<file path="src/obcd_cfg.svh">
// option byte decoder constants: bit positions, encodings, reset values
// assumes nothing of its surroundings; included by the design package users
`ifndef OBCD_CFG_SVH
`define OBCD_CFG_SVH

// ----------------------------------------------------------------
// option byte 0
// ----------------------------------------------------------------
`define OBCD_OPT0_WLOCK_BIT   0
// ----------------------------------------------------------------
// option byte 1
// ----------------------------------------------------------------
`define OBCD_OPT1_IRQMAP_BIT  7
`define OBCD_OPT1_RSVD_BIT    6
`define OBCD_OPT1_CSRC_HI     5
`define OBCD_OPT1_CSRC_LO     4
`define OBCD_OPT1_BAND_HI     3
`define OBCD_OPT1_BAND_LO     1
`define OBCD_OPT1_DBL_BIT     0
// ----------------------------------------------------------------
// reset values (erased option bytes)
// ----------------------------------------------------------------
`define OBCD_OPT0_RESET       8'hff
`define OBCD_OPT1_RESET       8'hff
`define OBCD_OPT1_RSVD_DEF    1'b1

`endif

</file>
<file path="src/obcd_pkg.sv">
// option byte decoder types
// assumes obcd_cfg.svh is not needed here
package obcd_pkg;

  typedef enum logic [1:0] {
    OBCD_CSRC_RESONATOR,
    OBCD_CSRC_RESERVED,
    OBCD_CSRC_INTERNAL_RC,
    OBCD_CSRC_EXTERNAL
  } obcd_csrc_t;

  typedef enum logic [2:0] {
    OBCD_LOW_BAND,
    OBCD_MEDIUM_LOW_BAND,
    OBCD_MEDIUM_BAND,
    OBCD_HIGH_BAND,
    OBCD_VERY_LOW_BAND
  } obcd_band_t;

  typedef struct packed {
    logic       program_write_lock;
    logic       port_c_irq_map;
    obcd_csrc_t clock_source_select;
    obcd_band_t oscillator_band_select;
    logic       doubler_en;
    logic       config_illegal;
  } obcd_cfg_t;

endpackage : obcd_pkg

</file>
<file path="src/obcd_decoder.sv">
// option byte decoder: latches option bytes at reset, decodes clock, lock and irq map
// assumes option bytes are stable from nonvolatile storage on the same clock
`timescale 1ns/100ps
`default_nettype none
`include "obcd_cfg.svh"

module obcd_decoder (
  // clock and reset
  input  wire logic              clk,
  input  wire logic              srst,
  // option bytes from storage
  input  wire logic [7:0]        opt_byte0,
  input  wire logic [7:0]        opt_byte1,
  // program memory write requests
  input  wire logic              pgm_erase_req,
  input  wire logic              pgm_write_req,
  output logic                   pgm_erase_grant,
  output logic                   pgm_write_grant,
  // external interrupt pins
  input  wire logic [7:0]        port_a_pins,
  input  wire logic [7:0]        port_b_pins,
  input  wire logic [5:0]        port_c_pins,
  output logic [13:0]            ext_irq_line_zero,
  output logic [13:0]            ext_irq_line_one,
  // decoded settings
  output obcd_pkg::obcd_cfg_t    cfg,
  output logic                   doubler_bypass
);

  // ----------------------------------------------------------------
  // capture
  // ----------------------------------------------------------------
  logic [7:0] opt0_q;
  logic [7:0] opt1_q;

  always_ff @(posedge clk) begin
    if (srst) begin
      opt0_q <= opt_byte0;
      opt1_q <= opt_byte1;
    end
  end

  // ----------------------------------------------------------------
  // decode
  // ----------------------------------------------------------------
  function automatic obcd_pkg::obcd_band_t band_dec(input logic [2:0] f);
    if (f[2]) begin
      band_dec = obcd_pkg::OBCD_VERY_LOW_BAND;
    end else begin
      case (f[1:0])
        2'h0:    band_dec = obcd_pkg::OBCD_LOW_BAND;
        2'h1:    band_dec = obcd_pkg::OBCD_MEDIUM_LOW_BAND;
        2'h2:    band_dec = obcd_pkg::OBCD_MEDIUM_BAND;
        default: band_dec = obcd_pkg::OBCD_HIGH_BAND;
      endcase
    end
  endfunction : band_dec

  wire        lock_w   = opt0_q[`OBCD_OPT0_WLOCK_BIT];
  wire        map_w    = opt1_q[`OBCD_OPT1_IRQMAP_BIT];
  wire [1:0]  csrc_w   = opt1_q[`OBCD_OPT1_CSRC_HI:`OBCD_OPT1_CSRC_LO];
  wire [2:0]  bandf_w  = opt1_q[`OBCD_OPT1_BAND_HI:`OBCD_OPT1_BAND_LO];
  wire        dbl_en_w = ~opt1_q[`OBCD_OPT1_DBL_BIT];
  wire        rsvd_bad = opt1_q[`OBCD_OPT1_RSVD_BIT] != `OBCD_OPT1_RSVD_DEF;
  wire        dbl_bad  = dbl_en_w &&
                         ((csrc_w == 2'h2) ||
                          (band_dec(bandf_w) != obcd_pkg::OBCD_MEDIUM_LOW_BAND));

  assign cfg.program_write_lock     = lock_w;
  assign cfg.port_c_irq_map         = map_w;
  assign cfg.clock_source_select    = obcd_pkg::obcd_csrc_t'(csrc_w);
  assign cfg.oscillator_band_select = band_dec(bandf_w);
  assign cfg.doubler_en             = dbl_en_w;
  assign cfg.config_illegal         = dbl_bad | rsvd_bad;
  assign doubler_bypass             = ~dbl_en_w;

  // ----------------------------------------------------------------
  // write lock
  // ----------------------------------------------------------------
  assign pgm_erase_grant = pgm_erase_req & ~lock_w & ~srst;
  assign pgm_write_grant = pgm_write_req & ~lock_w & ~srst;

  // ----------------------------------------------------------------
  // interrupt mapping
  // ----------------------------------------------------------------
  assign ext_irq_line_zero = map_w ? {6'h00, port_a_pins} : {port_c_pins, port_a_pins};
  assign ext_irq_line_one  = map_w ? {port_c_pins, port_b_pins} : {6'h00, port_b_pins};
endmodule : obcd_decoder
`default_nettype wire

</file>
<file path="config.mk">
export PLATFORM = sky130hd
export DESIGN_NAME = obcd_decoder
export DESIGN_NICKNAME = d
export VERILOG_FILES = /design/src/obcd_pkg.sv /design/src/obcd_decoder.sv
export VERILOG_INCLUDE_DIRS = /design/src
export SDC_FILE = /design/constraint.sdc
export NUM_CORES = 1
export LEC_CHECK = 0
export ABC_CLOCK_PERIOD_IN_PS = 800
export BUFFER_PORTS_ARGS = -buffer_cell sky130_fd_sc_hd__buf_2
export CAP_MARGIN = 25
export CORE_MARGIN = 5
export CORE_UTILIZATION = 28
export CTS_BUF_LIST = sky130_fd_sc_hd__clkbuf_8
export CTS_CLUSTER_DIAMETER = 120
export DETAILED_ROUTE_END_ITERATION = 8
export HOLD_SLACK_MARGIN = 0.12
export PLACE_DENSITY = 0.89
export SLEW_MARGIN = 25
export SYNTH_ARGS = -nofsm -noshare
export SYNTH_HDL_FRONTEND = slang
export SYNTH_SLANG_ARGS = --single-unit
export TNS_END_PERCENT = 5
</file>
<file path="constraint.sdc">
create_clock -name clk -period 0.8 [get_ports clk]
set_input_delay 0.04 -clock clk [delete_from_list [all_inputs] [get_ports clk]]
set_output_delay 0.04 -clock clk [all_outputs]
set_load 0.02 [all_outputs]
</file>
==> out/qor.csv, run 1 <==
stage,metric,value,unit
outcome,status,finished with violations,
outcome,violations,setup timing,
grt,grt_antenna_before_repair,0,
die,std_cell_rows,16,
route,postRouteAntennaNets,0,
clock_network,clockRootBuffer,clkbuf_8,
grt,grt_first_pass_wirelength,3.24,mm
setup_path,arrival,1110,ps
setup_path,crit_path_end_kind,output port,
synthesis,synth_cell_types,11,
synthesis,synthesis.area,581,um^2
synthesis,synth_area_per_cell,11.2,um^2
grt,grt_pass1_vias,673,
timing,timing.final.ws_setup,-353,ps
die,die_h,55.5,um
grt,grt_start_max_net_pins,12,
route,postRouteWirelength,2.06,mm
synthesis,syn-num-nets,94,
die,io_pins,82,
timing,max_slew_margin,82.8,%
timing,hold_violations,0,
grt,overflow,0,
timing,slew_violations,0,
die,initial_core_util,29.6,%
synthesis,synth_cells,52,
clock_network,cts.sinks,9,
die,die-area,0.00308,mm^2
cells_and_area,post-route-cell-area,0.00110,mm^2
route,route.detailed.drc,0,
power,max-vdd-ir-drop,1.21,mV
grt,grt_usage,13.3,%
synthesis,yosysSeqAreaShare,46.6,%
synthesis,yosys_warnings,0,
route,dr_total_vias,564,
setup_path,start_kind,flip-flop,
synthesis,synth-seq-cells,9,
placement,post_dp_cell_area,692,um^2
die,die_w,55.5,um
clock_network,clk_pin_slew,50,ps
worst_hold_path,min_path_type,input port to flip-flop,
power,p_per_area,1550,mW/mm^2
setup_path,critPathKind,flip-flop to output port,
run,maxCapViolCount,0,
placement,dpl_worst_slack,-135,ps
die,coreArea,0.00196,mm^2
placement,gp_congestion,0.654,
clock_network,ctsLongestPathBuffers,2,
timing,fmax,867,MHz
clock_network,numCtsBuffers,3,
cells_and_area,final_cell_mix,"27 x buf_2, 25 x dlygate4sd3_1, 15 x buf_4, 9 x edfxtp_1, 8 x buf_6",
timing,fin_crit,1150,ps
cells_and_area,final_util,56.1,%
clock_network,htree_levels,1,
timing,min_period_over_period,144,%
route,wire_per_inst,15.1,um
timing,rsz0062_at_grt,true,
cells_and_area,fin_nets,152,
setup_path,required,760,ps
cells_and_area,area_delta_synth_final,89.4,%
route,viasPerCell,4.15,
timing,finalSetupTns,-6550,ps
clock_network,cts_tree,yes,
route,drt_iter0_drc,5,
cells_and_area,final_common_cell,buf_2,
placement,io_buffers,42,
cells_and_area,drive_gt1_share,56.0,%
cells_and_area,diodes,0,
route,dr.pass1.iters,4,
timing,worstMarginPinSlew,258,ps
power,leakage,0.000520,uW
timing,hold_ws,191,ps
timing,final-setup-viol-count,24,
setup_path,cp_max_fo,2,
## cell families after synthesis
group / synth area share (%)
buffers and inverters: 29.7
AND/OR/NAND/NOR: 20.9
flip-flops: 46.6
AO/OA/AOI/OAI: 2.80
## critical path, cell delays in order, from the launching register on
cell      delay (ps)
edfxtp_1         400
and2_4           180
a41oi_2          140
buf_4            170
## per-stage QoR
stage | power (uW) | instances
after floorplan | 919 | 52
after global routing | 1780 | 136
after global placement | 919 | 102
final | 1700 | 136
after detailed placement | 931 | 102
after CTS | 1660 | 135
## final cells by class
class | instances | area [um^2]
repair buffers | 75 | 588
well taps | 27 | 33.8
inverters | 2 | 7.51
multi-input cells | 19 | 155
flip-flops and latches | 9 | 270
clock buffers | 3 | 41.3
clock inverters | 1 | 3.75
fillers | 183 | 862
## registers in the layout, summed over array words and instances (netlist names)
name / flops
opt0_q: 1
opt1_q: 8
## what timing repair did
action / in CTS / in global routing
gates cloned: 0 / 0
endpoints found under the hold margin: 25 / 0
gates resized for setup: 20 / 9
hold buffers: 25 / 0
pin swaps: 1 / 0
buffers inserted: 4 / 1
setup endpoints to repair: 24 / 24
## power by group
group | switching, uW | internal (uW)
logic | 298 | 297
registers | 26.5 | 564
clock network | 181 | 334
total | 506 | 1200
## Yosys cell counts
library cell / count / area share [%]
inv_1: 2 / 1.3
a41oi_2: 1 / 2.8
nor3b_1: 2 / 2.6
nor2_1: 1 / 0.65
edfxtp_1: 9 / 47
nor2b_4: 1 / 2.4
and2b_1: 1 / 1.3
and2_1: 7 / 7.5
nor2b_1: 5 / 5.4
nand2b_1: 1 / 1.1
buf_4: 22 / 28
## layer usage
layer / wire, um / up-vias / global-route usage (%)
li1: - / 260 / -
met3: 259 / 6 / 6.29
met2: 1090 / 43 / 23.1
met4: 68 / 0 / 8.68
met5: 0 / - / 0
met1: 642 / 255 / 12.1
## path summary, 6_finish.rpt
check,from,slack [ps],cells past startpoint,endpoint
worst min-delay path,srst,190,1,opt1_q[5]$_DFFE_PP_
worst max-delay path,opt1_q[6]$_DFFE_PP_,-350,3,cfg[0]
Note: power is estimated with default switching activity, not from simulation.
==> inputs of run 2 (changes only) <==
- CORE_ASPECT_RATIO: default -> 1.1
==> run 2 against run 1 <==
The flow still finishes with violations (setup timing); die area is essentially flat; critical path depth is the same; first-iteration DRC count shrank 40%; clock-buffer cell count is the same; power grew 2.3%; setup slack gained 6.8 ps; core utilization grew 2.5 points; via count grew 0.71%; largest power group unchanged.
==> out/qor.csv, run 2 (synthesized netlist as in run 1, its figures left out) <==
stage,metric,value,unit
setup_path,crit_path_end_kind,output port,
route,dr_total_vias,568,
grt,overflow,0,
power,leakage,0.000550,uW
timing,min_period_over_period,143,%
timing,worstMarginPinSlew,253,ps
clock_network,numCtsBuffers,3,
power,max-vdd-ir-drop,1.04,mV
worst_hold_path,hold_end,opt1_q[4]$_DFFE_PP_,
die,die_w,53.4,um
clock_network,clockRootBuffer,clkbuf_8,
cells_and_area,regMostFlops,opt1_q,
die,die_h,57.8,um
timing,fmax,873,MHz
route,viasPerCell,4.18,
cells_and_area,largest_reg_flops,8,
cells_and_area,fin_nets,151,
cells_and_area,multiInputGateArea,185,um^2
die,die-area,0.00308,mm^2
timing,max_slew_margin,83.1,%
power,power.total,1740,uW
route,postRouteAntennaNets,0,
die,initial_core_util,29.0,%
route,route.detailed.drc,0,
placement,io_buffers,42,
setup_path,startpoint,opt1_q[7]$_DFFE_PP_,
power,p_per_area,1490,mW/mm^2
outcome,status,finished with violations,
cells_and_area,diodes,0,
clock_network,htree_levels,1,
worst_hold_path,holdPathStages,1,
die,io_pins,82,
worst_hold_path,min_path_type,input port to flip-flop,
grt,grt_start_max_net_pins,12,
cells_and_area,final_cell_mix,"25 x dlygate4sd3_1, 22 x buf_2, 17 x buf_6, 10 x buf_4, 9 x edfxtp_1",
route,dr.pass1.iters,4,
setup_path,arrival,1110,ps
clock_network,cts.sinks,9,
placement,gp_congestion,0.649,
timing,rsz0062_at_grt,true,
timing,slew_violations,0,
clock_network,cts_tree,yes,
route,wire_per_inst,14.3,um
setup_path,cp_max_fo,6,
cells_and_area,instances_no_fill,136,
route,postRouteWirelength,1.94,mm
cells_and_area,final_common_cell,dlygate4sd3_1,
cells_and_area,final_util,58.5,%
grt,grt_first_pass_wirelength,2.62,mm
placement,dpl_worst_slack,-128,ps
timing,fin_crit,1150,ps
cells_and_area,final-seq-area,270,um^2
clock_network,clk_pin_slew,40,ps
setup_path,start_kind,flip-flop,
route,drt_iter0_drc,3,
cells_and_area,n_fill_cell,162,
grt,grt_antenna_before_repair,0,
cells_and_area,reg.largest.list,"opt1_q: 8 flops, opt0_q: 1 flops",
placement,dp.cells,103,
cells_and_area,drive_gt1_share,61.1,%
run,maxCapViolCount,0,
setup_path,critPathKind,flip-flop to output port,
grt,grt_usage,12.0,%
clock_network,ctsLongestPathBuffers,2,
placement,place_hpwl,1.07,mm
die,coreArea,0.00200,mm^2
outcome,violations,setup timing,
timing,hold_ws,192,ps
cells_and_area,area_delta_synth_final,102,%
setup_path,required,760,ps
die,std_cell_rows,17,
timing,timing.final.ws_setup,-346,ps
timing,hold_violations,0,
timing,final-setup-viol-count,24,
worst_hold_path,hold_path_startpoint,srst,
grt,grt_pass1_vias,620,
==> run 2: changes by cell type in the layout (fill, tap and decap cells not counted), moves of 2 or more <==
cell	before	now
and2_1	6	2
and2_4	1	5
buf_2	27	22
buf_4	15	10
buf_6	8	17
nor2b_1	4	2
nor2b_4	1	3
==> run 2: final cells by class <==
type	count	area share (%)
clock buffers	3	3.53
clock inverters	1	0.321
inverters	2	0.642
multi-input cells	19	15.8
flip-flops and latches	9	23.1
well taps	28	2.99
repair buffers	74	53.6
==> run 2: critical path, stage by stage (launching register included) <==
cell and delay (ps):
edfxtp_1 430, buf_6 160, nor2b_1 120, buf_4 160
==> run 2: where the power goes <==
part	leakage, uW	internal, uW	switching (uW)
Combinational	0.000435	340	305
Sequential	0.0000881	565	28.1
Clock	0.0000269	333	170
Total	0.000550	1240	503
==> run 2: layer usage <==
layer / vias to the layer above / GRT usage [%] / wire length, um
met1: 251 / 10.2 / 573
li1: 259 / - / -
met3: 6 / 4.11 / 242
met5: - / 0 / 0
met2: 52 / 21.7 / 1060
met4: 0 / 9.49 / 59
==> run 2: worst max path at each step <==
stage | depth (start not counted) | slack [ps] | to
CTS | 3 | -330 | cfg[0]
global placement | 2 | -110 | ext_irq_line_zero[8]
floorplan | 2 | -190 | cfg[0]
global route | 3 | -400 | ext_irq_line_zero[12]
detailed placement | 2 | -130 | ext_irq_line_zero[8]
finish | 3 | -350 | ext_irq_line_zero[12]
==> run 2: stage by stage <==
step | cell area [um^2] | TNS [ps]
2_1_floorplan | 591 | -897
3_3_place_gp | 693 | -728
3_5_place_dp | 693 | -1170
4_1_cts | 1070 | -6050
5_1_grt | 1170 | -7220
6_report | 1170 | -6070
==> run 2: what timing repair did <==
action / in CTS / in global routing
setup endpoints to repair: 24 / 24
resized for setup: 19 / 32
hold endpoints to repair: 25 / 0
setup buffers: 4 / 0
hold buffers: 25 / 0
cloned: 0 / 0
pin swaps: 0 / 1
==> inputs of run 3 (changes only) <==
- ABC_CLOCK_PERIOD_IN_PS: 800 -> 1380
- CORE_UTILIZATION: 28 -> 33
- PLACE_DENSITY: 0.89 -> 0.95
- clock period: 0.8 -> 1.38 ns (I/O delays scaled with it)
==> run 3 against run 2 <==
The flow now finishes without violations; combinational power shrank 69%; clock-buffer cell count is the same; non-clock buffer count shrank 23; routed wire length shrank 27%; core utilization shrank 13 points; via count shrank 17%.
==> out/qor.csv, run 3 (synthesized netlist as in run 1, its figures left out) <==
stage,metric,value,unit
power,max-vdd-ir-drop,0.887,mV
placement,io_buffers,42,
setup_path,crit_path_end_kind,output port,
route,dr.pass1.iters,2,
route,postRouteWirelength,1.41,mm
clock_network,numCtsBuffers,3,
route,wire_per_inst,13.7,um
clock_network,cts_tree,yes,
die,die-area,0.00270,mm^2
die,die_w,50.0,um
power,power_frac_comb,24.0,%
timing,fmax,829,MHz
clock_network,ctsLongestPathBuffers,2,
cells_and_area,final_cell_mix,"42 x buf_2, 9 x dlygate4sd3_1, 9 x edfxtp_1, 7 x and2_1, 5 x nor2b_1",
power,p_switching,222,uW
power,leakage,0.000392,uW
timing,hold_violations,0,
die,io_pins,82,
power,power.total,831,uW
cells_and_area,diodes,0,
timing,fin_crit,1210,ps
grt,grt_usage,10.8,%
timing,max_slew_margin,80.0,%
route,drt_iter0_drc,5,
power,swShare,26.8,%
timing,min_period_over_period,87.4,%
timing,rsz0062_at_grt,false,
timing,hold_ws,138,ps
run,maxCapViolCount,0,
timing,final-setup-viol-count,0,
route,viasPerCell,4.57,
placement,gp_congestion,0.627,
die,initial_core_util,33.7,%
power,p_per_area,1060,mW/mm^2
cells_and_area,area_delta_synth_final,34.9,%
setup_path,required,1310,ps
setup_path,start_kind,flip-flop,
outcome,status,"complete, no violations",
timing,timing.final.ws_setup,174,ps
setup_path,startpoint,opt1_q[7]$_DFFE_PP_,
grt,overflow,0,
cells_and_area,drive_gt1_share,55.3,%
timing,worstMarginPinSlew,300,ps
clock_network,htree_levels,1,
grt,grt_antenna_before_repair,0,
setup_path,critPathKind,flip-flop to output port,
power,seqPwrFrac,41.4,%
timing,slew_violations,0,
route,postRouteAntennaNets,0,
placement,dpl_worst_slack,396,ps
clock_network,clockRootBuffer,clkbuf_8,
grt,grt_start_max_net_pins,14,
cells_and_area,final_common_cell,buf_2,
die,die_h,54.0,um
clock_network,clk_pin_slew,40,ps
cells_and_area,largest_reg_flops,8,
die,coreArea,0.00172,mm^2
route,dr_total_vias,471,
cells_and_area,reg.largest.list,"opt1_q: 8 flops, opt0_q: 1 flops",
clock_network,cts.sinks,9,
setup_path,arrival,1140,ps
worst_hold_path,holdPathStages,0,
grt,grt_pass1_vias,516,
worst_hold_path,min_path_type,input port to output port,
timing,finalSetupTns,0,ps
placement,place_hpwl,1.01,mm
cells_and_area,fin_nets,128,
setup_path,cp_max_fo,13,
power,power_frac_clock,34.6,%
power,p_int,608,uW
die,std_cell_rows,16,
grt,grt_first_pass_wirelength,2.22,mm
cells_and_area,regMostFlops,opt1_q,
route,route.detailed.drc,0,
worst_hold_path,hold_path_startpoint,port_b_pins[7],
[run 3: changes by cell type in the layout (fill, tap and decap cells not counted), sizes merged]
cell,before,now
dlygate4sd3,25,9
buf,49,42
[run 3: power by group through the flow]
stage          Sequential [uW]  Clock (uW)  Combinational (uW)
6_report                   344         287                 199
5_1_grt                    347         316                 214
4_1_cts                    344         294                 199
3_5_place_dp               349           0                 179
3_3_place_gp               347           0                 174
2_1_floorplan              348           0                 182
[run 3: cell type report]
type | count | area [um^2]
inverters | 2 | 7.51
clock buffers | 3 | 41.3
clock inverters | 1 | 3.75
multi-input cells | 19 | 138
well taps | 18 | 22.5
fillers | 156 | 938
flip-flops and latches | 9 | 270
repair buffers | 51 | 300
[run 3: worst max-delay path: stages, from the launching register on]
cell and delay [ps]:
edfxtp_1 510, and2b_1 240, buf_2 150
[run 3: per-layer routing]
layer  part of all wire [%]  track usage (%)
met3                     19             7.76
met4                    1.7             5.68
met5                      0                0
met2                     46             19.5
met1                     34             8.43
[run 3: final timing paths]
check,slack [ps],to
setup / recovery,170,ext_irq_line_zero[8]
hold / removal,140,ext_irq_line_one[7]
[run 3: per-stage QoR]
step           util (%)  instance area, um^2  cells
2_1_floorplan         -                  581     52
3_3_place_gp       37.6                  648     90
3_5_place_dp       37.6                  648     90
4_1_cts            45.5                  783    103
5_1_grt            45.5                  783    103
6_report           45.5                  783    103
[run 3: repair_timing]
action | CTS | global route
setup buffers | 0 | 0
resized for setup | 0 | 0
hold buffers | 9 | 0
hold endpoints to repair | 9 | 0
